==> src/spm_regs.vh <==
/*
  Constants for the serial peripheral port: widths, lane layout of the
  per-select configuration ports, delay floors and idle levels.
  Assumes inclusion by bare name from the design files.
*/
`ifndef SPM_REGS_VH
`define SPM_REGS_VH

// Word and select widths, transmit FIFO depth
`define SPM_DW 16
`define SPM_SEL_W 4
`define SPM_FIFO_DEPTH 16

// Per-select configuration lanes, one byte per select register
`define SPM_LANE_W 8
`define SPM_LANES 4

// Half-period floor: divisors below 2 still give two master clocks per half period
`define SPM_HALF_MIN 8'h02
// Floor of the gap between deselect and next select
`define SPM_GAP_MIN 8'h06
// Prescaler for the slow master clock, divide by 32
`define SPM_PRESCALE_LAST 5'h1f

// All select lines high: no peripheral selected
`define SPM_SEL_IDLE 4'hf
// History depth covering the input synchroniser lag
`define SPM_DRV_HIST 3

`endif

==> src/spm_core.v <==
/*
  Serial peripheral port, master or slave, with four chip selects,
  per-select timing and a transmit FIFO in front of the shifter.
  Assumes one system clock, pins resolved outside from out/oe pairs,
  and software holding select settings stable during a transfer.
*/
`timescale 1ns/100ps
`default_nettype none
`include "spm_regs.vh"

module spm_core #(
  parameter DW = `SPM_DW,
  parameter DEPTH = `SPM_FIFO_DEPTH
) (
  // Clock and reset
  input wire clk_sys,
  input wire rstn,
  // Mode settings
  input wire cfgMaster,
  input wire cfgSelMode,
  input wire cfgDecode,
  input wire cfgPrescale,
  input wire [3:0] cfgTargetSel,
  input wire [7:0] cfgGapDelay,
  // Per-select settings, lane n for select register n
  input wire [3:0] cfgPolarity,
  input wire [3:0] cfgPhase,
  input wire [31:0] cfgDivisor,
  input wire [31:0] cfgSelToClk,
  input wire [31:0] cfgInterXfer,
  // Control strobes
  input wire enableCmd,
  input wire disableCmd,
  input wire statusRead,
  input wire rxRead,
  // Transmit words
  input wire [DW-1:0] txData,
  input wire [3:0] txTarget,
  input wire txValid,
  output wire txReady,
  // Receive word and status
  output reg [DW-1:0] rxData,
  output reg [3:0] rxSelect,
  output reg rxFull,
  output reg rxOverrunFlag,
  output reg modeFaultFlag,
  output reg enabled,
  output reg busy,
  // Serial pins
  input wire sckIn,
  output reg sckOut,
  output reg sckOe,
  input wire mosiIn,
  output reg mosiOut,
  output reg mosiOe,
  input wire misoIn,
  output reg misoOut,
  output reg misoOe,
  input wire sel0In,
  output reg sel0Out,
  output reg sel0Oe,
  output reg [2:0] selHiOut,
  output reg selHiOe
);
  localparam [2:0] ST_IDLE = 3'h0;
  localparam [2:0] ST_SETUP = 3'h1;
  localparam [2:0] ST_SHIFT = 3'h2;
  localparam [2:0] ST_HOLD = 3'h3;
  localparam [2:0] ST_GAP = 3'h4;
  localparam EW = $clog2(2 * DW) + 1;
  localparam [EW-1:0] EDGE_LAST = 2 * DW - 1;
  localparam BW = $clog2(DW) + 1;
  localparam [BW-1:0] BIT_LAST = DW - 1;

  function [7:0] lane;
    input [31:0] v;
    input [1:0] i;
    begin
      lane = v[i*`SPM_LANE_W +: `SPM_LANE_W];
    end
  endfunction

  // Which select register governs a target value
  function [1:0] laneOf;
    input [3:0] t;
    input dec;
    begin
      if (dec)
        laneOf = t[3:2];
      else if (!t[0])
        laneOf = 2'h0;
      else if (!t[1])
        laneOf = 2'h1;
      else if (!t[2])
        laneOf = 2'h2;
      else
        laneOf = 2'h3;
    end
  endfunction

  // Pin synchronisers, two flops before any use
  reg [3:0] pinS1_r;
  reg [3:0] pinS2_r;
  always @(posedge clk_sys) begin
    if (!rstn) begin
      pinS1_r <= 4'hf;
      pinS2_r <= 4'hf;
    end else begin
      pinS1_r <= {sel0In, misoIn, mosiIn, sckIn};
      pinS2_r <= pinS1_r;
    end
  end
  wire sckS = pinS2_r[0];
  wire mosiS = pinS2_r[1];
  wire misoS = pinS2_r[2];
  wire sel0S = pinS2_r[3];

  // Transmit FIFO
  wire [DW+3:0] fifoData;
  wire fifoValid;
  wire fifoPop;
  spm_fifo #(.WIDTH(DW + 4), .DEPTH(DEPTH)) txFifo (
    .clk_sys(clk_sys),
    .rstn(rstn),
    .inData({txTarget, txData}),
    .inValid(txValid),
    .inReady(txReady),
    .outData(fifoData),
    .outValid(fifoValid),
    .outReady(fifoPop)
  );

  // Master clock tick, full rate or divided by 32
  reg [4:0] preCnt_r;
  wire tick = !cfgPrescale || (preCnt_r == `SPM_PRESCALE_LAST);
  always @(posedge clk_sys) begin
    if (!rstn)
      preCnt_r <= 5'h00;
    else
      preCnt_r <= preCnt_r + 5'h01;
  end

  reg [2:0] state_r;
  reg [3:0] curSel_r;
  reg [1:0] curLane_r;
  reg [7:0] dly_r;
  reg [7:0] half_r;
  reg [EW-1:0] edge_r;
  reg [DW-1:0] txSh_r;
  reg [DW-1:0] rxSh_r;
  reg [3:0] selLines_r;
  reg pendDis_r;
  reg rxLoad_r;
  reg [DW-1:0] rxWord_r;
  reg [3:0] rxSelCap_r;
  reg [`SPM_DRV_HIST-1:0] drvHist_r;
  reg sckD_r;
  reg sel0D_r;
  reg [BW-1:0] slvCnt_r;
  reg [DW-1:0] slvTx_r;
  reg [DW-1:0] slvRx_r;

  wire isMaster = cfgMaster && enabled;
  wire isSlave = !cfgMaster && enabled;
  // Fixed target from mode settings, else from the queued word
  wire [3:0] nextSel = cfgSelMode ? fifoData[DW+3:DW] : cfgTargetSel;
  wire [1:0] nextLane = laneOf(nextSel, cfgDecode);
  wire mStart = (state_r == ST_IDLE) && isMaster && fifoValid && !pendDis_r;
  wire pol = cfgPolarity[curLane_r];
  wire pha = cfgPhase[curLane_r];
  wire [7:0] halfLen = (lane(cfgDivisor, curLane_r) < `SPM_HALF_MIN) ?
    `SPM_HALF_MIN : lane(cfgDivisor, curLane_r);
  wire [7:0] gapLen = (cfgGapDelay <= `SPM_GAP_MIN) ?
    `SPM_GAP_MIN : cfgGapDelay;
  wire halfDone = tick && (half_r + 8'h01 >= halfLen);
  wire leading = !edge_r[0];
  // Slave side edges on synchronised pins
  wire slvSel = isSlave && !sel0S;
  wire selFall = isSlave && !sel0S && sel0D_r;
  wire sckLead = slvSel && (sckS != cfgPolarity[0]) && (sckD_r == cfgPolarity[0]);
  wire sckTrail = slvSel && (sckS == cfgPolarity[0]) && (sckD_r != cfgPolarity[0]);
  wire slvCap = cfgPhase[0] ? sckLead : sckTrail;
  wire slvLaunch = cfgPhase[0] ? sckTrail : sckLead;
  wire slvDone = slvCap && (slvCnt_r == BIT_LAST);
  wire slvLoad = selFall || slvDone;
  wire mIdle = (state_r == ST_IDLE) && !(slvSel && slvCnt_r != {BW{1'b0}});
  // Fault only when nobody here pulled select0 within the sync lag
  wire fault = isMaster && !sel0S && (drvHist_r == {`SPM_DRV_HIST{1'b0}});

  assign fifoPop = mStart || (slvLoad && fifoValid);

  // Master sequencer
  always @(posedge clk_sys) begin
    if (!rstn) begin
      state_r <= ST_IDLE;
      curSel_r <= `SPM_SEL_IDLE;
      curLane_r <= 2'h0;
      dly_r <= 8'h00;
      half_r <= 8'h00;
      edge_r <= {EW{1'b0}};
      txSh_r <= {DW{1'b0}};
      rxSh_r <= {DW{1'b0}};
      selLines_r <= `SPM_SEL_IDLE;
      sckOut <= 1'b0;
      mosiOut <= 1'b0;
      rxLoad_r <= 1'b0;
      rxWord_r <= {DW{1'b0}};
      rxSelCap_r <= `SPM_SEL_IDLE;
    end else begin
      rxLoad_r <= 1'b0;
      if (fault || !cfgMaster) begin
        state_r <= ST_IDLE;
        selLines_r <= `SPM_SEL_IDLE;
        sckOut <= cfgPolarity[0];
      end else begin
        case (state_r)
          ST_IDLE: begin
            sckOut <= cfgPolarity[nextLane];
            if (mStart) begin
              curSel_r <= nextSel;
              curLane_r <= nextLane;
              selLines_r <= nextSel;
              mosiOut <= fifoData[DW-1];
              txSh_r <= fifoData[DW-1:0];
              dly_r <= 8'h00;
              state_r <= ST_SETUP;
            end
          end
          ST_SETUP: begin
            if (tick)
              dly_r <= dly_r + 8'h01;
            if (dly_r >= lane(cfgSelToClk, curLane_r)) begin
              half_r <= 8'h00;
              edge_r <= {EW{1'b0}};
              state_r <= ST_SHIFT;
            end
          end
          ST_SHIFT: begin
            if (tick)
              half_r <= half_r + 8'h01;
            if (halfDone) begin
              half_r <= 8'h00;
              sckOut <= !sckOut;
              edge_r <= edge_r + 1'b1;
              if (leading == pha) begin
                rxSh_r <= {rxSh_r[DW-2:0], misoS};
              end else if (!(pha && edge_r == EDGE_LAST)) begin
                mosiOut <= pha ? txSh_r[DW-2] : txSh_r[DW-1];
                txSh_r <= pha ? {txSh_r[DW-2:0], 1'b0} : txSh_r;
              end
              if (!pha && !leading)
                txSh_r <= {txSh_r[DW-2:0], 1'b0};
              if (edge_r == EDGE_LAST) begin
                rxLoad_r <= 1'b1;
                rxWord_r <= pha ? rxSh_r :
                  {rxSh_r[DW-2:0], misoS};
                rxSelCap_r <= selLines_r;
                dly_r <= 8'h00;
                state_r <= ST_HOLD;
              end
            end
          end
          ST_HOLD: begin
            if (tick)
              dly_r <= dly_r + 8'h01;
            if (dly_r >= lane(cfgInterXfer, curLane_r)) begin
              selLines_r <= `SPM_SEL_IDLE;
              dly_r <= 8'h00;
              state_r <= ST_GAP;
            end
          end
          ST_GAP: begin
            if (tick)
              dly_r <= dly_r + 8'h01;
            if (dly_r >= gapLen)
              state_r <= ST_IDLE;
          end
          default: state_r <= ST_IDLE;
        endcase
      end
    end
  end

  // Slave shifter, clocked by synchronised pin edges
  always @(posedge clk_sys) begin
    if (!rstn) begin
      sckD_r <= 1'b0;
      sel0D_r <= 1'b1;
      slvCnt_r <= {BW{1'b0}};
      slvTx_r <= {DW{1'b0}};
      slvRx_r <= {DW{1'b0}};
      misoOut <= 1'b0;
    end else begin
      sckD_r <= sckS;
      sel0D_r <= sel0S;
      if (!slvSel)
        slvCnt_r <= {BW{1'b0}};
      if (slvLoad) begin
        slvTx_r <= fifoValid ? fifoData[DW-1:0] : {DW{1'b0}};
        if (cfgPhase[0])
          misoOut <= fifoValid && fifoData[DW-1];
      end else if (slvLaunch) begin
        misoOut <= cfgPhase[0] ? slvTx_r[DW-2] : slvTx_r[DW-1];
        slvTx_r <= cfgPhase[0] ? {slvTx_r[DW-2:0], 1'b0} : slvTx_r;
      end
      if (slvLaunch && !cfgPhase[0] && !slvLoad)
        slvTx_r <= {slvTx_r[DW-2:0], 1'b0};
      if (slvCap) begin
        slvRx_r <= {slvRx_r[DW-2:0], mosiS};
        slvCnt_r <= slvDone ? {BW{1'b0}} : slvCnt_r + 1'b1;
      end
    end
  end

  // Enable, flags and receive register
  wire slvWord = slvDone;
  wire rxNew = rxLoad_r || slvWord;
  always @(posedge clk_sys) begin
    if (!rstn) begin
      enabled <= 1'b0;
      pendDis_r <= 1'b0;
      rxData <= {DW{1'b0}};
      rxSelect <= `SPM_SEL_IDLE;
      rxFull <= 1'b0;
      rxOverrunFlag <= 1'b0;
      modeFaultFlag <= 1'b0;
      busy <= 1'b0;
    end else begin
      busy <= !mIdle;
      if (fault) begin
        enabled <= 1'b0;
        pendDis_r <= 1'b0;
      end else if (enableCmd && !disableCmd) begin
        enabled <= 1'b1;
        pendDis_r <= 1'b0;
      end else if (disableCmd || pendDis_r) begin
        // Running word completes before the port drops
        if (mIdle) begin
          enabled <= 1'b0;
          pendDis_r <= 1'b0;
        end else begin
          pendDis_r <= 1'b1;
        end
      end
      if (fault)
        modeFaultFlag <= 1'b1;
      else if (statusRead)
        modeFaultFlag <= 1'b0;
      if (rxNew && rxFull && !(rxRead))
        rxOverrunFlag <= 1'b1;
      else if (statusRead)
        rxOverrunFlag <= 1'b0;
      if (rxNew) begin
        rxFull <= 1'b1;
        rxData <= slvWord ? {slvRx_r[DW-2:0], mosiS} : rxWord_r;
        rxSelect <= slvWord ? `SPM_SEL_IDLE : rxSelCap_r;
      end else if (rxRead) begin
        rxFull <= 1'b0;
      end
    end
  end

  // Pin drivers
  always @(posedge clk_sys) begin
    if (!rstn) begin
      sckOe <= 1'b0;
      mosiOe <= 1'b0;
      misoOe <= 1'b0;
      sel0Out <= 1'b0;
      sel0Oe <= 1'b0;
      selHiOut <= 3'h7;
      selHiOe <= 1'b0;
      drvHist_r <= {`SPM_DRV_HIST{1'b0}};
    end else begin
      sckOe <= isMaster;
      mosiOe <= isMaster;
      misoOe <= slvSel;
      // Select0 is open drain so an outside master can pull it
      sel0Out <= 1'b0;
      sel0Oe <= isMaster && !selLines_r[0];
      selHiOut <= selLines_r[3:1];
      selHiOe <= isMaster;
      drvHist_r <= {drvHist_r[`SPM_DRV_HIST-2:0], sel0Oe};
    end
  end
endmodule // spm_core

`default_nettype wire

==> src/spm_fifo.v <==
/*
  Transmit word FIFO with a registered read stage.
  Assumes one clock, synchronous active-low reset.
*/
`timescale 1ns/100ps
`default_nettype none

module spm_fifo #(
  parameter WIDTH = 20,
  parameter DEPTH = 16
) (
  // Clock and reset
  input wire clk_sys,
  input wire rstn,
  // Fill side
  input wire [WIDTH-1:0] inData,
  input wire inValid,
  output reg inReady,
  // Drain side
  output reg [WIDTH-1:0] outData,
  output reg outValid,
  input wire outReady
);
  localparam AW = $clog2(DEPTH);
  localparam [AW:0] FULL = DEPTH;

  reg [WIDTH-1:0] mem [0:DEPTH-1];
  reg [AW-1:0] wrPtr_r;
  reg [AW-1:0] rdPtr_r;
  reg [AW:0] count_r;
  reg [AW:0] count_nxt;
  wire push = inValid && inReady;
  // Refill the output stage whenever it is empty or being drained
  wire pull = (count_r != {(AW+1){1'b0}}) && (!outValid || outReady);

  always @* begin
    count_nxt = count_r;
    if (push && !pull)
      count_nxt = count_r + 1'b1;
    else if (!push && pull)
      count_nxt = count_r - 1'b1;
  end

  always @(posedge clk_sys) begin
    if (push)
      mem[wrPtr_r] <= inData;
  end

  always @(posedge clk_sys) begin
    if (!rstn) begin
      wrPtr_r <= {AW{1'b0}};
      rdPtr_r <= {AW{1'b0}};
      count_r <= {(AW+1){1'b0}};
      inReady <= 1'b0;
      outValid <= 1'b0;
      outData <= {WIDTH{1'b0}};
    end else begin
      count_r <= count_nxt;
      inReady <= (count_nxt != FULL);
      if (push)
        wrPtr_r <= wrPtr_r + 1'b1;
      if (pull) begin
        outData <= mem[rdPtr_r];
        outValid <= 1'b1;
        rdPtr_r <= rdPtr_r + 1'b1;
      end else if (outReady) begin
        outValid <= 1'b0;
      end
    end
  end
endmodule // spm_fifo

`default_nettype wire

==> config.mk <==
export PLATFORM = sky130hd
export DESIGN_NAME = spm_core
export DESIGN_NICKNAME = d
export VERILOG_FILES = /design/src/spm_core.v /design/src/spm_fifo.v
export VERILOG_INCLUDE_DIRS = /design/src
export SDC_FILE = /design/constraint.sdc
export NUM_CORES = 1
export LEC_CHECK = 0
export BUFFER_PORTS_ARGS = -buffer_cell sky130_fd_sc_hd__buf_2
export CAP_MARGIN = 40
export CORE_ASPECT_RATIO = 0.9
export CORE_MARGIN = 2
export CORE_UTILIZATION = 35
export DETAILED_ROUTE_END_ITERATION = 12
export PLACE_DENSITY = 0.51
export SYNTH_ARGS = -nofsm -noshare
export SYNTH_HDL_FRONTEND = slang
export SYNTH_SLANG_ARGS = --single-unit
==> constraint.sdc <==
create_clock -name clk_sys -period 9.6 [get_ports clk_sys]
set_clock_uncertainty 0.2 [all_clocks]
set_input_delay 0.48 -clock clk_sys [delete_from_list [all_inputs] [get_ports clk_sys]]
set_output_delay 0.48 -clock clk_sys [all_outputs]
set_load 0.03 [all_outputs]
After elaboration in Yosys (flattened, before gate mapping)
Memory sizes are Yosys's and may differ from the RTL's. A register that Yosys moved wholly into a read port is not among the register bits.
Cells that the tools add are included.
{ "totals": {"register_bits": 188, "mem_bits_rw": 320, "in_bits": 151, "wordCells": 273, "memories": 1} }
{ "memory_table": {"columns": ["memory", "words", "width", "rd", "rd_ports_with_merged_regs", "write_ports", "line", "source"], "rows": [
  ["txFifo.mem", 16, 20, 1, 1, 1, "spm_fifo.v:27", "reg [WIDTH-1:0] mem [0:DEPTH-1];"]
]} }
{ "classes": {"addsub": 9, "magnitude_cmp": 8, "eq_ne": 28, "shifts": 3, "mux": 83, "n_bitwise": 4, "n_reduce_logical": 96} }
{ "ops": {"columns": ["cell", "n"], "rows": [
  ["two-way mux 16 bit", 13],
  ["variable part select 32 x 6 -> 8 bit", 3],
  ["two-way mux 8 bit", 10],
  [">= comparator 8 bit", 4],
  ["one-hot mux 16 bit (2 select lines)", 1],
  ["one-hot mux 8 bit (4 select lines)", 1],
  ["logical AND 1 bit", 31],
  ["two-way mux 1 bit", 30],
  ["two-way mux 5 bit", 5],
  ["nonzero test 2 bit", 11],
  ["zero test 1 bit", 18],
  ["two-way mux 3 bit", 6],
  ["inequality test 2 bit, second input constant", 9],
  ["adder 8 x 1 -> 8 bit, second input constant", 2],
  ["two-way mux 4 bit", 4],
  ["one-hot mux 8 bit (2 select lines)", 1],
  ["AND reduction 4 bit", 4],
  ["adder 5 x 1 -> 5 bit, second input constant", 3],
  ["inequality test 3 bit, second input constant", 5],
  ["one-hot mux 3 bit (5 select lines)", 1],
  ["two-way mux 6 bit", 2],
  ["one-hot mux 6 bit (2 select lines)", 1],
  ["AND reduction 6 bit", 2],
  ["AND reduction 2 bit", 5],
  ["other kinds (32)", 59]
]} }

Depth between registers and ports, before layout
Gate-level depths: netlist of run 1.
{ "depth": {"word_depth": 16, "depth_mapped": 15, "ltp_nobuf": 12} }

Modules after synthesis
Synthesis of run 1 repeated with hierarchy kept, for this count alone.
{ "hier_totals": {"cells_unflattened": 1699, "area_unflattened_um2": 22954.5} }
{ "modules_own_cells": {"columns": ["module", "n_inst", "cells_each", "area_per_inst_um2"], "rows": [
  ["spm_fifo", 1, 693, 13699.4],
  ["spm_core", 1, 1006, 9255.1]
]} }

Worst setup path after synthesis of run 1
No wires, ideal clock.
{ "synth_path": {"kind": "flip-flop to flip-flop", "start": "register curLane_r[0]", "end": "register rxWord_r[12]", "setup_time_ns": 0.116, "arrival_time_ns": 3.586, "t_required_ns": 9.284, "setup_slack_ns": 5.698, "path_stages_with_launch": 16, "path_buffers": 3, "period_less_slack_ns": 3.902, "path_cell_list": "dfxtp_1 buf_2 mux4_2 or4_1 nor4_1 nor2b_1 ha_1 nor2b_1 o21ai_0 a41oi_1 or2_2 nor4_1 buf_4 buf_6 nand2_1 o211a_1"} }
{ "synth_via": {"elab_chain_cells": 6, "elab_cells_between_ends": 9, "classes_between": "order compare: 2; shift: 1; mux: 4; reduce/logical: 2"} }
{ "synth_rtl": {"columns": ["item", "line", "source"], "rows": [
  ["start, declared", "spm_core.v:145", "reg [1:0] curLane_r;"],
  ["start signal, assigned", "spm_core.v:221", "curLane_r <= nextLane;"],
  ["variable part select 32 x 6 -> 8 bit", "spm_core.v:79", "lane = v[i*`SPM_LANE_W +: `SPM_LANE_W];"],
  ["less-than comparator 8 x 2 -> 1 bit (no line)", null, null],
  ["two-way mux 8 bit", "spm_core.v:171", "wire [7:0] halfLen = (lane(cfgDivisor, curLane_r) < `SPM_HALF_MIN) ?"],
  [">= comparator 8 bit", "spm_core.v:175", "wire halfDone = tick && (half_r + 8'h01 >= halfLen);"],
  ["logical AND 1 bit", "spm_core.v:175", null],
  ["AND reduction 4 bit (no line)", null, null],
  ["end signal, assigned", "spm_core.v:207", "rxWord_r <= {DW{1'b0}};"],
  ["end signal, assigned", "spm_core.v:255", "rxWord_r <= pha ? rxSh_r :"],
  ["end, declared", "spm_core.v:154", "reg [DW-1:0] rxWord_r;"]
]} }
Parallel ways exist; a longest one is shown, timed or not. The select of a mux whose other input is x is not followed.
A chain may end at the register's enable or synchronous reset.

Worst setup path in the final report of run 1
{ "layout_path": {"start": "register curLane_r[0]", "end": "register dly_r[2]"} }
{ "layout_via": {"elab_chain_cells": 7, "elab_cells_between_ends": 11, "classes_between": "order compare: 3; eq/ne: 1; shift: 2; mux: 3; reduce/logical: 2"} }
{ "layout_rtl": {"columns": ["item", "line", "source"], "rows": [
  ["variable part select 32 x 6 -> 8 bit", "spm_core.v:79", null],
  ["less-than comparator 8 x 2 -> 1 bit (no line)", null, null],
  ["two-way mux 8 bit", "spm_core.v:171", null],
  [">= comparator 8 bit", "spm_core.v:175", null],
  ["logical AND 1 bit", "spm_core.v:175", null],
  ["inequality test 2 bit (no line)", null, null],
  ["AND reduction 5 bit (no line)", null, null],
  ["end signal, assigned", "spm_core.v:231", "dly_r <= dly_r + 8'h01;"],
  ["end signal, assigned", "spm_core.v:265", "dly_r <= dly_r + 8'h01;"],
  ["end signal, assigned", "spm_core.v:274", "dly_r <= dly_r + 8'h01;"],
  ["end, declared", "spm_core.v:146", "reg [7:0] dly_r;"]
]} }
Parallel ways exist; a longest one is shown, timed or not.

==> results of run 1 <==
[metrics by stage]
step                area [µm²]  util (%)  cells
floorplan                22700         -   1657
global placement         24500      38.2   2620
detailed placement       24700      38.5   2628
CTS                      26600      41.5   2733
global route             26600      41.5   2734
finish                   26600      41.5   2734
[sequential cells by signal, summed over array words and instances, names as in the netlist, 5 cells and up]
signal          cells
half_r              8
edge_r              6
rxSh_r             16
txFifo.mem        320
slvTx_r            16
txSh_r             16
preCnt_r            5
slvCnt_r            5
txFifo.outData     20
rxWord_r           16
rxData             16
dly_r               8
slvRx_r            15
txFifo.count_r      5
[path summary, 6_finish.rpt]
path	start	end	slack, ns
setup / recovery	curLane_r[0]	dly_r[2]	4.85
hold reg to reg	pinS1_r[1]	pinS2_r[1]	0.21
hold / removal	txData[4]	txFifo.mem[15][4]	0.04
setup reg to reg	curLane_r[0]	dly_r[2]	4.85
[placed cells by master (no fill, tap or decap), types with 15 or more instances in the layout]
cell       Yosys  routed
dfxtp_1      208     203
a211oi_1      18      18
edfxtp_1     320     320
ha_1          49      49
nand3_1       65      65
o21ai_0       39      39
a21boi_0      21      21
buf_2         20     186
mux4_2       126     126
clkbuf_16      0      53
mux2i_1       49      49
nor2b_1       16      16
a21oi_1       52      51
nor2_1        82      70
inv_1         41      41
and2_1        19      19
buf_4          5      26
nand2b_1      26      26
o211a_1       35      35
a311oi_1      15      15
nand2_1      207     207
[layer usage]
layer,vias to the layer above,part of all wire (%),track usage (%)
met5,-,0.039,0
met4,4,1.6,3.85
met3,68,5.0,3.36
met2,268,47,27.3
met1,7173,47,23.2
li1,6636,-,-
[cell type report]
type	instances	area (µm²)
fill	5954	37500
timing repair buffer	229	1400
multi-input combinational	983	8350
antenna	1	2.50
sequential	528	13800
inverter	42	158
clock buffer	65	1410
tap	855	1070
clock inverter	31	414
[power groups by stage]
stage | clock, mW | combinational, mW | sequential (mW)
after global placement | 0 | 0.769 | 2.64
after floorplan | 0 | 0.635 | 2.55
after detailed placement | 0 | 0.839 | 2.61
final | 2.16 | 0.825 | 2.56
after global routing | 2.31 | 0.911 | 2.57
after CTS | 2.22 | 0.844 | 2.56
[repair_timing]
action / 4_1_cts / 5_1_grt
endpoints found under the setup margin: 0 / 0
hold buffers: 9 / 0
endpoints found under the hold margin: 10 / 0
[worst max-delay path, stage by stage (launching register included)]
cell and delay (ns):
dfxtp_2 0.41, buf_12 0.23, mux4_2 0.53, or4_1 0.53, nor4_1 0.28, nor2b_1 0.09, ha_1 0.28, nor2b_1 0.11
o21ai_0 0.09, a41oi_1 0.49, nor3_1 0.15, o211ai_1 0.77, nor2_1 0.18, a32o_1 0.26
[kinds of logic after synthesis]
kind of cell	synth area share, %
buffers and inverters	2.81
AO/OA/AOI/OAI	7.86
other	0.0165
adder cells (fa/ha/maj)	2.70
flip-flops	60.7
XOR/XNOR	0.766
AND/OR/NAND/NOR	10.2
multiplexers	15.0
==> run_results.csv, run 1 <==
group,metric,value,unit
status,status,"finished clean",
global_routing,grt_pass1_wl,86.6,mm
power,p_clk_share,39.0,%
logic_synthesis,synth_common_cells,"edfxtp_1 (320), dfxtp_1 (208), nand2_1 (207), mux4_2 (126), nor2_1 (82)",
detailed_routing,via_per_inst,5.18,
global_routing,gr-total-overflow,0,
job,maxCapViolCount,0,
detailed_routing,wl_per_cell,20.4,µm
logic_synthesis,syn_inst,1657,
die,rows,88,
clock_tree,cts.sinks,528,
logic_synthesis,yosys.area.top_type,"edfxtp_1",
sta,finalHoldViolCount,0,
logic_synthesis,synth_area,22700,µm²
place,preCtsSetupSlack,4.86,ns
logic_synthesis,synth-edff-count,320,
critical_path,startpoint_type,"flip-flop",
clock_tree,numCtsBuffers,53,
cells_and_area,syn_to_final_growth,17.1,%
logic_synthesis,ys_dominant_reg_cell,"edfxtp_1",
place,portBuffers,187,
sta,layout_min_cycle_time,4.75,ns
critical_path,cp_max_fo,24,
cells_and_area,nets,2037,
detailed_routing,dr.pass1.iters,5,
logic_synthesis,netlist.area_leader.share,42.3,%
sta,setup_viol,0,
detailed_routing,drt_iter0_markers,998,
logic_synthesis,ys_async_sr_fraction,0,%
detailed_routing,antenna_left,0,
critical_path,critPathKind,"flip-flop to flip-flop",
logic_synthesis,synth_area_per_cell,13.7,µm²
die,dieWidth,272,µm
global_routing,grt_pass1_vias,14300,
die,die_h,246,µm
hold_path,hp-class,"input port to flip-flop",
logic_synthesis,ys_seq_elements,528,
sta,setup_tns,0,ns
global_routing,track_usage,16.8,%
critical_path,rr_worst_depth,13,
logic_synthesis,yosysWarnings,0,
logic_synthesis,synth_most_common_cell,"edfxtp_1",
sta,setup_ws,4.85,ns
sta,worst_slew_pin_slew,0.926,ns
clock_tree,clockBufferDepth,3,
global_routing,grt_max_degree,90,
clock_tree,clkTransAtPathRegs,0.07,ns
power,p_int,4.14,mW
clock_tree,cts_tree,"done",
sta,slew_headroom,38.0,%
die,start_util,35.4,%
power,leakage,9.48,nW
critical_path,cp.arrival,5.05,ns
logic_synthesis,synth_cell_types,79,
die,boundaryPins,189,
power,cellPowerDensity,209,nW/µm²
logic_synthesis,synthTopCellsByArea,"edfxtp_1 (42%), dfxtp_1 (18%), mux4_2 (13%)",
power,p_sw,1.41,mW
power,switching_share,25.4,%
global_routing,antenna_found_initial,3,
clock_tree,post_cts_buffers,0,
clock_tree,ctsResizeCount,0,
cells_and_area,drive_above_1_share,25.1,%
detailed_routing,drc_errors,0,
detailed_routing,vias,14100,
place,dpl.hpwl,34.8,mm
die,die-area,66900,µm²
logic_synthesis,ys_seq_area_share,60.7,%
critical_path,endpoint_kind,"flip-flop",
power,ir_drop,0.138,mV
clock_tree,htreeDepth,2,
power,power_frac_comb,14.9,%
power,pwr-share-seq,46.2,%
sta,fmax,0.210,GHz
critical_path,crit_required,9.90,ns
power,power.total,5.55,mW
sta,slew_violations,0,
clock_tree,clkLatencyLatePin,0.61,ns
die,coreArea,64100,µm²
sta,fin_crit_sh,49.5,%
sta,fin_hold_ws,0.0385,ns
hold_path,min_path_cells,1,
place,gp_congestion,0.862,
detailed_routing,drt-total-wl,55.8,mm
logic_synthesis,synth.net_count,1857,
clock_tree,root_buffer,"clkbuf_16",
sta,grt_setup_unrepaired,"no",
(Power assumes the default switching activity.)
==> run 2, diff against run 1 <==
Settings changed: PLACE_DENSITY 0.51 to 0.53.
Clock period 9.6 ns to 3.9 ns, I/O delays scaled along.
==> run_results.csv, run 2 (same netlist as run 1, synthesis figures left out) <==
group,metric,value,unit
cells_and_area,reg_top3,"txFifo.mem x320, txFifo.outData x20",
global_routing,grt_pass1_wl,85.8,mm
power,switching_share,26.0,%
place,dpl.hpwl,35.1,mm
detailed_routing,vias,14500,
cells_and_area,largest_reg_flops,320,
critical_path,startpoint_type,"flip-flop",
detailed_routing,wl_met3,2.70,mm
sta,slew_headroom,33.9,%
critical_path,critPathKind,"flip-flop to flip-flop",
critical_path,cp_max_fo,8,
detailed_routing,wl_per_cell,19.7,µm
status,violations,"negative setup slack",
place,gp_congestion,0.956,
place,preCtsSetupSlack,-0.372,ns
hold_path,worstHoldStart,"cfgPolarity[3]",
power,leakage,9.82,nW
power,power.total,13.3,mW
clock_tree,root_buffer,"clkbuf_16",
power,p_sw,3.45,mW
clock_tree,clkLatencyLatePin,0.61,ns
place,portBuffers,187,
critical_path,rr_startpoint,"curLane_r[0]",
power,ir_drop,0.368,mV
critical_path,worstSetupStartpoint,"curLane_r[0]",
clock_tree,clockBufferDepth,3,
critical_path,endpoint_kind,"flip-flop",
die,coreArea,64100,µm²
critical_path,cp_slowest_cell,"or4_4",
die,boundaryPins,189,
cells_and_area,final_cell_mix,"edfxtp_1 (320), nand2_1 (207), dfxtp_1 (204)",
sta,setup_viol,11,
sta,grt_setup_unrepaired,"yes",
cells_and_area,multi_input_area,8490,µm²
detailed_routing,dr.pass1.iters,5,
sta,setup_ws,-0.0285,ns
critical_path,rr_worst_depth,15,
critical_path,r2r_end,"txSh_r[12]",
critical_path,cp_cell_sequence,"mux4_2 -> or4_4 -> nor4_2 -> buf_4 -> nor2b_1 -> ha_1 -> nor2b_1 -> o21ai_1 -> a41oi_2 -> buf_4 -> o41ai_4 -> o311a_4 -> clkbuf_16 -> nor2_1 -> a311oi_1",
sta,setup_tns,-0.196,ns
detailed_routing,antenna_left,0,
job,maxCapViolCount,0,
detailed_routing,drc_errors,0,
power,cellPowerDensity,487,nW/µm²
power,power_frac_comb,15.5,%
global_routing,grt_pass1_vias,14500,
cells_and_area,top_register,"txFifo.mem",
status,status,"finished, violations left",
power,pwr-share-seq,47.9,%
detailed_routing,wl_met2,25.8,mm
global_routing,antenna_found_initial,0,
critical_path,cpPeakStageDelay,0.55,ns
clock_tree,numCtsBuffers,53,
hold_path,hp-class,"input port to flip-flop",
power,p_int,9.83,mW
hold_path,hold_end,"sckOut",
cells_and_area,final_common_cell,"edfxtp_1",
detailed_routing,drt-total-wl,55.5,mm
die,die_h,246,µm
sta,finalHoldViolCount,0,
global_routing,grt_max_degree,69,
sta,layout_min_cycle_time,3.93,ns
global_routing,gr-total-overflow,0,
die,die-area,66900,µm²
clock_tree,cts_tree,"done",
cells_and_area,nets,2112,
cells_and_area,antenna_cells,0,
cells_and_area,n_fill_cell,5909,
sta,fmax,0.255,GHz
critical_path,rrSetupSlack,-0.03,ns
sta,worst_slew_pin_slew,0.991,ns
critical_path,crit_required,4.19,ns
detailed_routing,routed.top_layer,"met4",
cells_and_area,drive_above_1_share,26.7,%
clock_tree,cts.sinks,528,
global_routing,track_usage,16.5,%
clock_tree,clkTransAtPathRegs,0.06,ns
cells_and_area,seq_area,13800,µm²
detailed_routing,m1WireLength,25.9,mm
sta,slew_violations,0,
sta,fin_crit_sh,101,%
detailed_routing,via_per_inst,5.16,
clock_tree,htreeDepth,2,
die,dieWidth,272,µm
die,start_util,35.4,%
hold_path,min_path_cells,4,
cells_and_area,fin_util,42.5,%
cells_and_area,syn_to_final_growth,20.1,%
die,rows,88,
critical_path,cp.arrival,4.22,ns
detailed_routing,drt_iter0_markers,932,
power,p_clk_share,36.5,%
==> run 2: cell count changes in the layout (fill, tap and decap cells not counted), sizes merged <==
cell | previous run | this run
dlygate4sd3 | 9 | 45
clkinv | 20 | 26
inv | 43 | 45
clkinvlp | 2 | 0
bufinv | 8 | 2
clkbuf | 65 | 67
buf | 220 | 257
diode | 1 | 0
==> run 2: per-layer routing <==
| layer | global-route usage [%] | vias up |
|---|---|---|
| li1 | - | 6777 |
| met1 | 23.0 | 7329 |
| met2 | 26.5 | 299 |
| met3 | 3.25 | 73 |
| met4 | 3.98 | 0 |
| met5 | 0 | - |
==> run 2: through the flow <==
step / area [µm²] / cells / hold slack [ns]
after floorplan: 22700 / 1657 / 0.0939
after global placement: 24800 / 2654 / 0.201
after detailed placement: 24800 / 2655 / 0.188
after CTS: 27100 / 2801 / 0.0109
after global routing: 27300 / 2808 / 0.0718
final: 27300 / 2808 / 0.0560
==> run 2: worst max-delay path by stage <==
stage	slack (ns)	to	depth (start not counted)
finish	-0.03	txSh_r[12]	15
global route	-0.20	txSh_r[7]	15
CTS	-0.0005	dly_r[3]	16
detailed placement	-0.37	rxWord_r[1]	15
global placement	-0.34	rxWord_r[6]	15
floorplan	0.06	rxWord_r[12]	15
==> run 2: layout make-up <==
cell class              count  share of cell area [%]
multi-input cells         983                    31.1
well taps                 855                    3.92
repair buffers            304                    7.76
clock inverters            31                   0.863
flip-flops and latches    528                    50.6
inverters                  42                   0.578
clock buffers              65                    5.18
==> run 2: worst max-delay path: cells and delay by family, from the launching register on <==
family | cells | cell delay (ns)
mux | 1 | 0.52
flops | 1 | 0.40
buf+inv | 3 | 0.49
compound gates | 5 | 1.12
fa+ha+maj | 1 | 0.27
simple gates | 5 | 0.84
==> run 2: power groups by stage <==
| stage | Combinational (mW) | Sequential [mW] | Clock, mW |
|---|---|---|---|
| 4_1_cts | 2.08 | 6.37 | 5.01 |
| 3_5_place_dp | 2.02 | 6.49 | 0 |
| 6_report | 2.06 | 6.37 | 4.85 |
| 2_1_floorplan | 1.56 | 6.28 | 0 |
| 5_1_grt | 2.26 | 6.40 | 5.23 |
| 3_3_place_gp | 1.99 | 6.49 | 0 |
==> run 2: timing repair <==
action | in CTS | in global routing
gates cloned | 1 | 3
gates resized for setup | 17 | 20
pin swaps | 7 | 18
endpoints found under the hold margin | 383 | 0
setup endpoints to repair | 70 | 75
setup buffers | 4 | 4
hold buffers | 45 | 0
==> run 3, diff against run 2 <==
Settings changed: CELL_PAD_IN_SITES_DETAIL_PLACEMENT from default to 1, CELL_PAD_IN_SITES_GLOBAL_PLACEMENT from default to 2, PLACE_DENSITY 0.53 to 0.7.
==> run_results.csv, run 3 (same netlist as run 1, synthesis figures left out) <==
group,metric,value,unit
status,status,"finished clean",
critical_path,crit_end,"txSh_r[0]",
detailed_routing,vias,14800,
sta,slew_violations,0,
sta,setup_viol,0,
cells_and_area,top_register,"txFifo.mem",
clock_tree,clkTransAtPathRegs,0.06,ns
clock_tree,cts_tree,"done",
power,power_frac_comb,15.8,%
critical_path,cp_top_family,"simple AND/OR/NAND/NOR gates",
critical_path,rr_startpoint,"curLane_r[0]",
cells_and_area,final_cell_area,27900,µm²
global_routing,antenna_found_initial,4,
critical_path,cp_slowest_cell,"or4_4",
critical_path,crit_buf_inv,4,
critical_path,cpPeakStageDelay,0.57,ns
power,pwr-share-seq,45.8,%
die,rows,88,
power,p_sw,3.58,mW
place,portBuffers,187,
job,maxCapViolCount,0,
place,dpl.hpwl,39.0,mm
global_routing,grt_pass1_wl,95.8,mm
die,dieWidth,272,µm
detailed_routing,drc_errors,0,
critical_path,rrSetupSlack,0.06,ns
cells_and_area,reg_top3,"txFifo.mem x320, txFifo.outData x20",
sta,slew_headroom,43.9,%
power,p_clk_share,38.4,%
critical_path,startpoint_type,"flip-flop",
power,leakage,10.0,nW
cells_and_area,largest_reg_flops,320,
sta,worst_slew_pin_slew,0.841,ns
critical_path,cp.arrival,4.12,ns
power,ir_drop,0.438,mV
cells_and_area,nets,2126,
global_routing,gr-total-overflow,0,
critical_path,rr_worst_depth,16,
critical_path,cp_max_fo,8,
clock_tree,numCtsBuffers,56,
detailed_routing,dr.pass1.iters,5,
critical_path,endpoint_kind,"flip-flop",
sta,layout_min_cycle_time,3.84,ns
sta,fin_crit_sh,98.5,%
power,cellPowerDensity,496,nW/µm²
sta,setup_ws,0.0571,ns
global_routing,grt_max_degree,128,
cells_and_area,final_cells,2824,
sta,finalHoldViolCount,0,
critical_path,worst-path-stages,16,
detailed_routing,via_per_inst,5.22,
place,gp_congestion,0.852,
die,coreArea,64100,µm²
critical_path,crit_required,4.18,ns
detailed_routing,antenna_left,0,
detailed_routing,drt-total-wl,62.0,mm
detailed_routing,drt_iter0_markers,872,
clock_tree,clkLatencyLatePin,0.62,ns
power,switching_share,25.9,%
cells_and_area,syn_to_final_growth,22.7,%
cells_and_area,final_cell_mix,"edfxtp_1 (320), dfxtp_1 (204), nand2_1 (191)",
cells_and_area,drive_above_1_share,28.8,%
power,p_int,10.2,mW
power,power.total,13.8,mW
die,die_h,246,µm
global_routing,track_usage,18.6,%
detailed_routing,wl_per_cell,22.0,µm
critical_path,worstSetupStartpoint,"curLane_r[0]",
place,preCtsSetupSlack,-0.286,ns
place,dp.cells,2661,
cells_and_area,final_common_cell,"edfxtp_1",
sta,fmax,0.260,GHz
clock_tree,clockBufferDepth,3,
hold_path,hp-class,"input port to flip-flop",
die,die-area,66900,µm²
clock_tree,htreeDepth,2,
critical_path,r2r_end,"txSh_r[0]",
die,boundaryPins,189,
sta,setup_tns,0,ns
critical_path,cp_cell_sequence,"buf_12 -> mux4_2 -> or4_4 -> nor4_4 -> nor2_1 -> ha_1 -> nand2_1 -> o21ai_1 -> a41oi_1 -> buf_4 -> o41ai_4 -> o311a_4 -> buf_8 -> buf_16 -> nand2b_4 -> a21boi_2",
sta,grt_setup_unrepaired,"yes",
clock_tree,cts.sinks,528,
global_routing,grt_pass1_vias,15700,
clock_tree,root_buffer,"clkbuf_16",
critical_path,critPathKind,"flip-flop to flip-flop",
place,place_area,24900,µm²
die,start_util,35.4,%
==> run 3: area by class of cell <==
type	instances	area (µm²)
fill	6553	36200
sequential	528	13800
multi-input combinational	983	8690
timing repair buffer	315	2320
clock buffer	72	1520
tap	855	1070
clock inverter	26	303
inverter	42	158
antenna	3	7.51
==> run 3: power groups by stage <==
stage          sequential (mW)  combinational [mW]  clock, mW
6_report                  6.33                2.18       5.30
5_1_grt                   6.36                2.40       5.67
4_1_cts                   6.34                2.19       5.44
3_5_place_dp              6.46                2.11          0
3_3_place_gp              6.45                2.06          0
2_1_floorplan             6.28                1.56          0
==> run 3: how the worst min path moves through the flow <==
| stage | start | end | cells past startpoint |
|---|---|---|---|
| after detailed placement | mosiIn | pinS1_r[1] | 2 |
| after floorplan | txData[0] | txFifo.mem[0][0] | 0 |
| final | cfgPolarity[3] | sckOut | 4 |
| after global placement | sel0In | pinS1_r[3] | 2 |
| after CTS | cfgPolarity[3] | sckOut | 4 |
| after global routing | cfgPolarity[3] | sckOut | 4 |
==> run 3: worst min-delay path, stage by stage <==
cell and delay [ns]:
buf_2 0.07, mux4_2 0.26, o221ai_1 0.12, a21oi_1 0.15
==> run 3: repair_timing <==
action                                  4_1_cts  5_1_grt
hold buffers                                 49        0
endpoints found under the hold margin       366        0
endpoints found under the setup margin       59       73
gates cloned                                  4        2
pin swaps                                    10       16
setup buffers                                 6        1
gates resized for setup                      33       55
==> run 3: stage by stage <==
| step | hold WS (ns) | util (%) |
|---|---|---|
| 3_3_place_gp | 0.192 | 38.9 |
| 3_5_place_dp | 0.185 | 38.9 |
| 2_1_floorplan | 0.0939 | - |
| 4_1_cts | 0.0123 | 43.0 |
| 5_1_grt | 0.0957 | 43.5 |
| 6_report | 0.0500 | 43.5 |
==> run 3: layer usage <==
metal / GRT usage, % / up-vias / wire length (µm)
met2: 30.8 / 312 / 29800
met3: 2.97 / 90 / 2750
met5: 0 / - / 13
met4: 4.56 / 2 / 1150
li1: - / 6820 / -
met1: 25.5 / 7528 / 28300
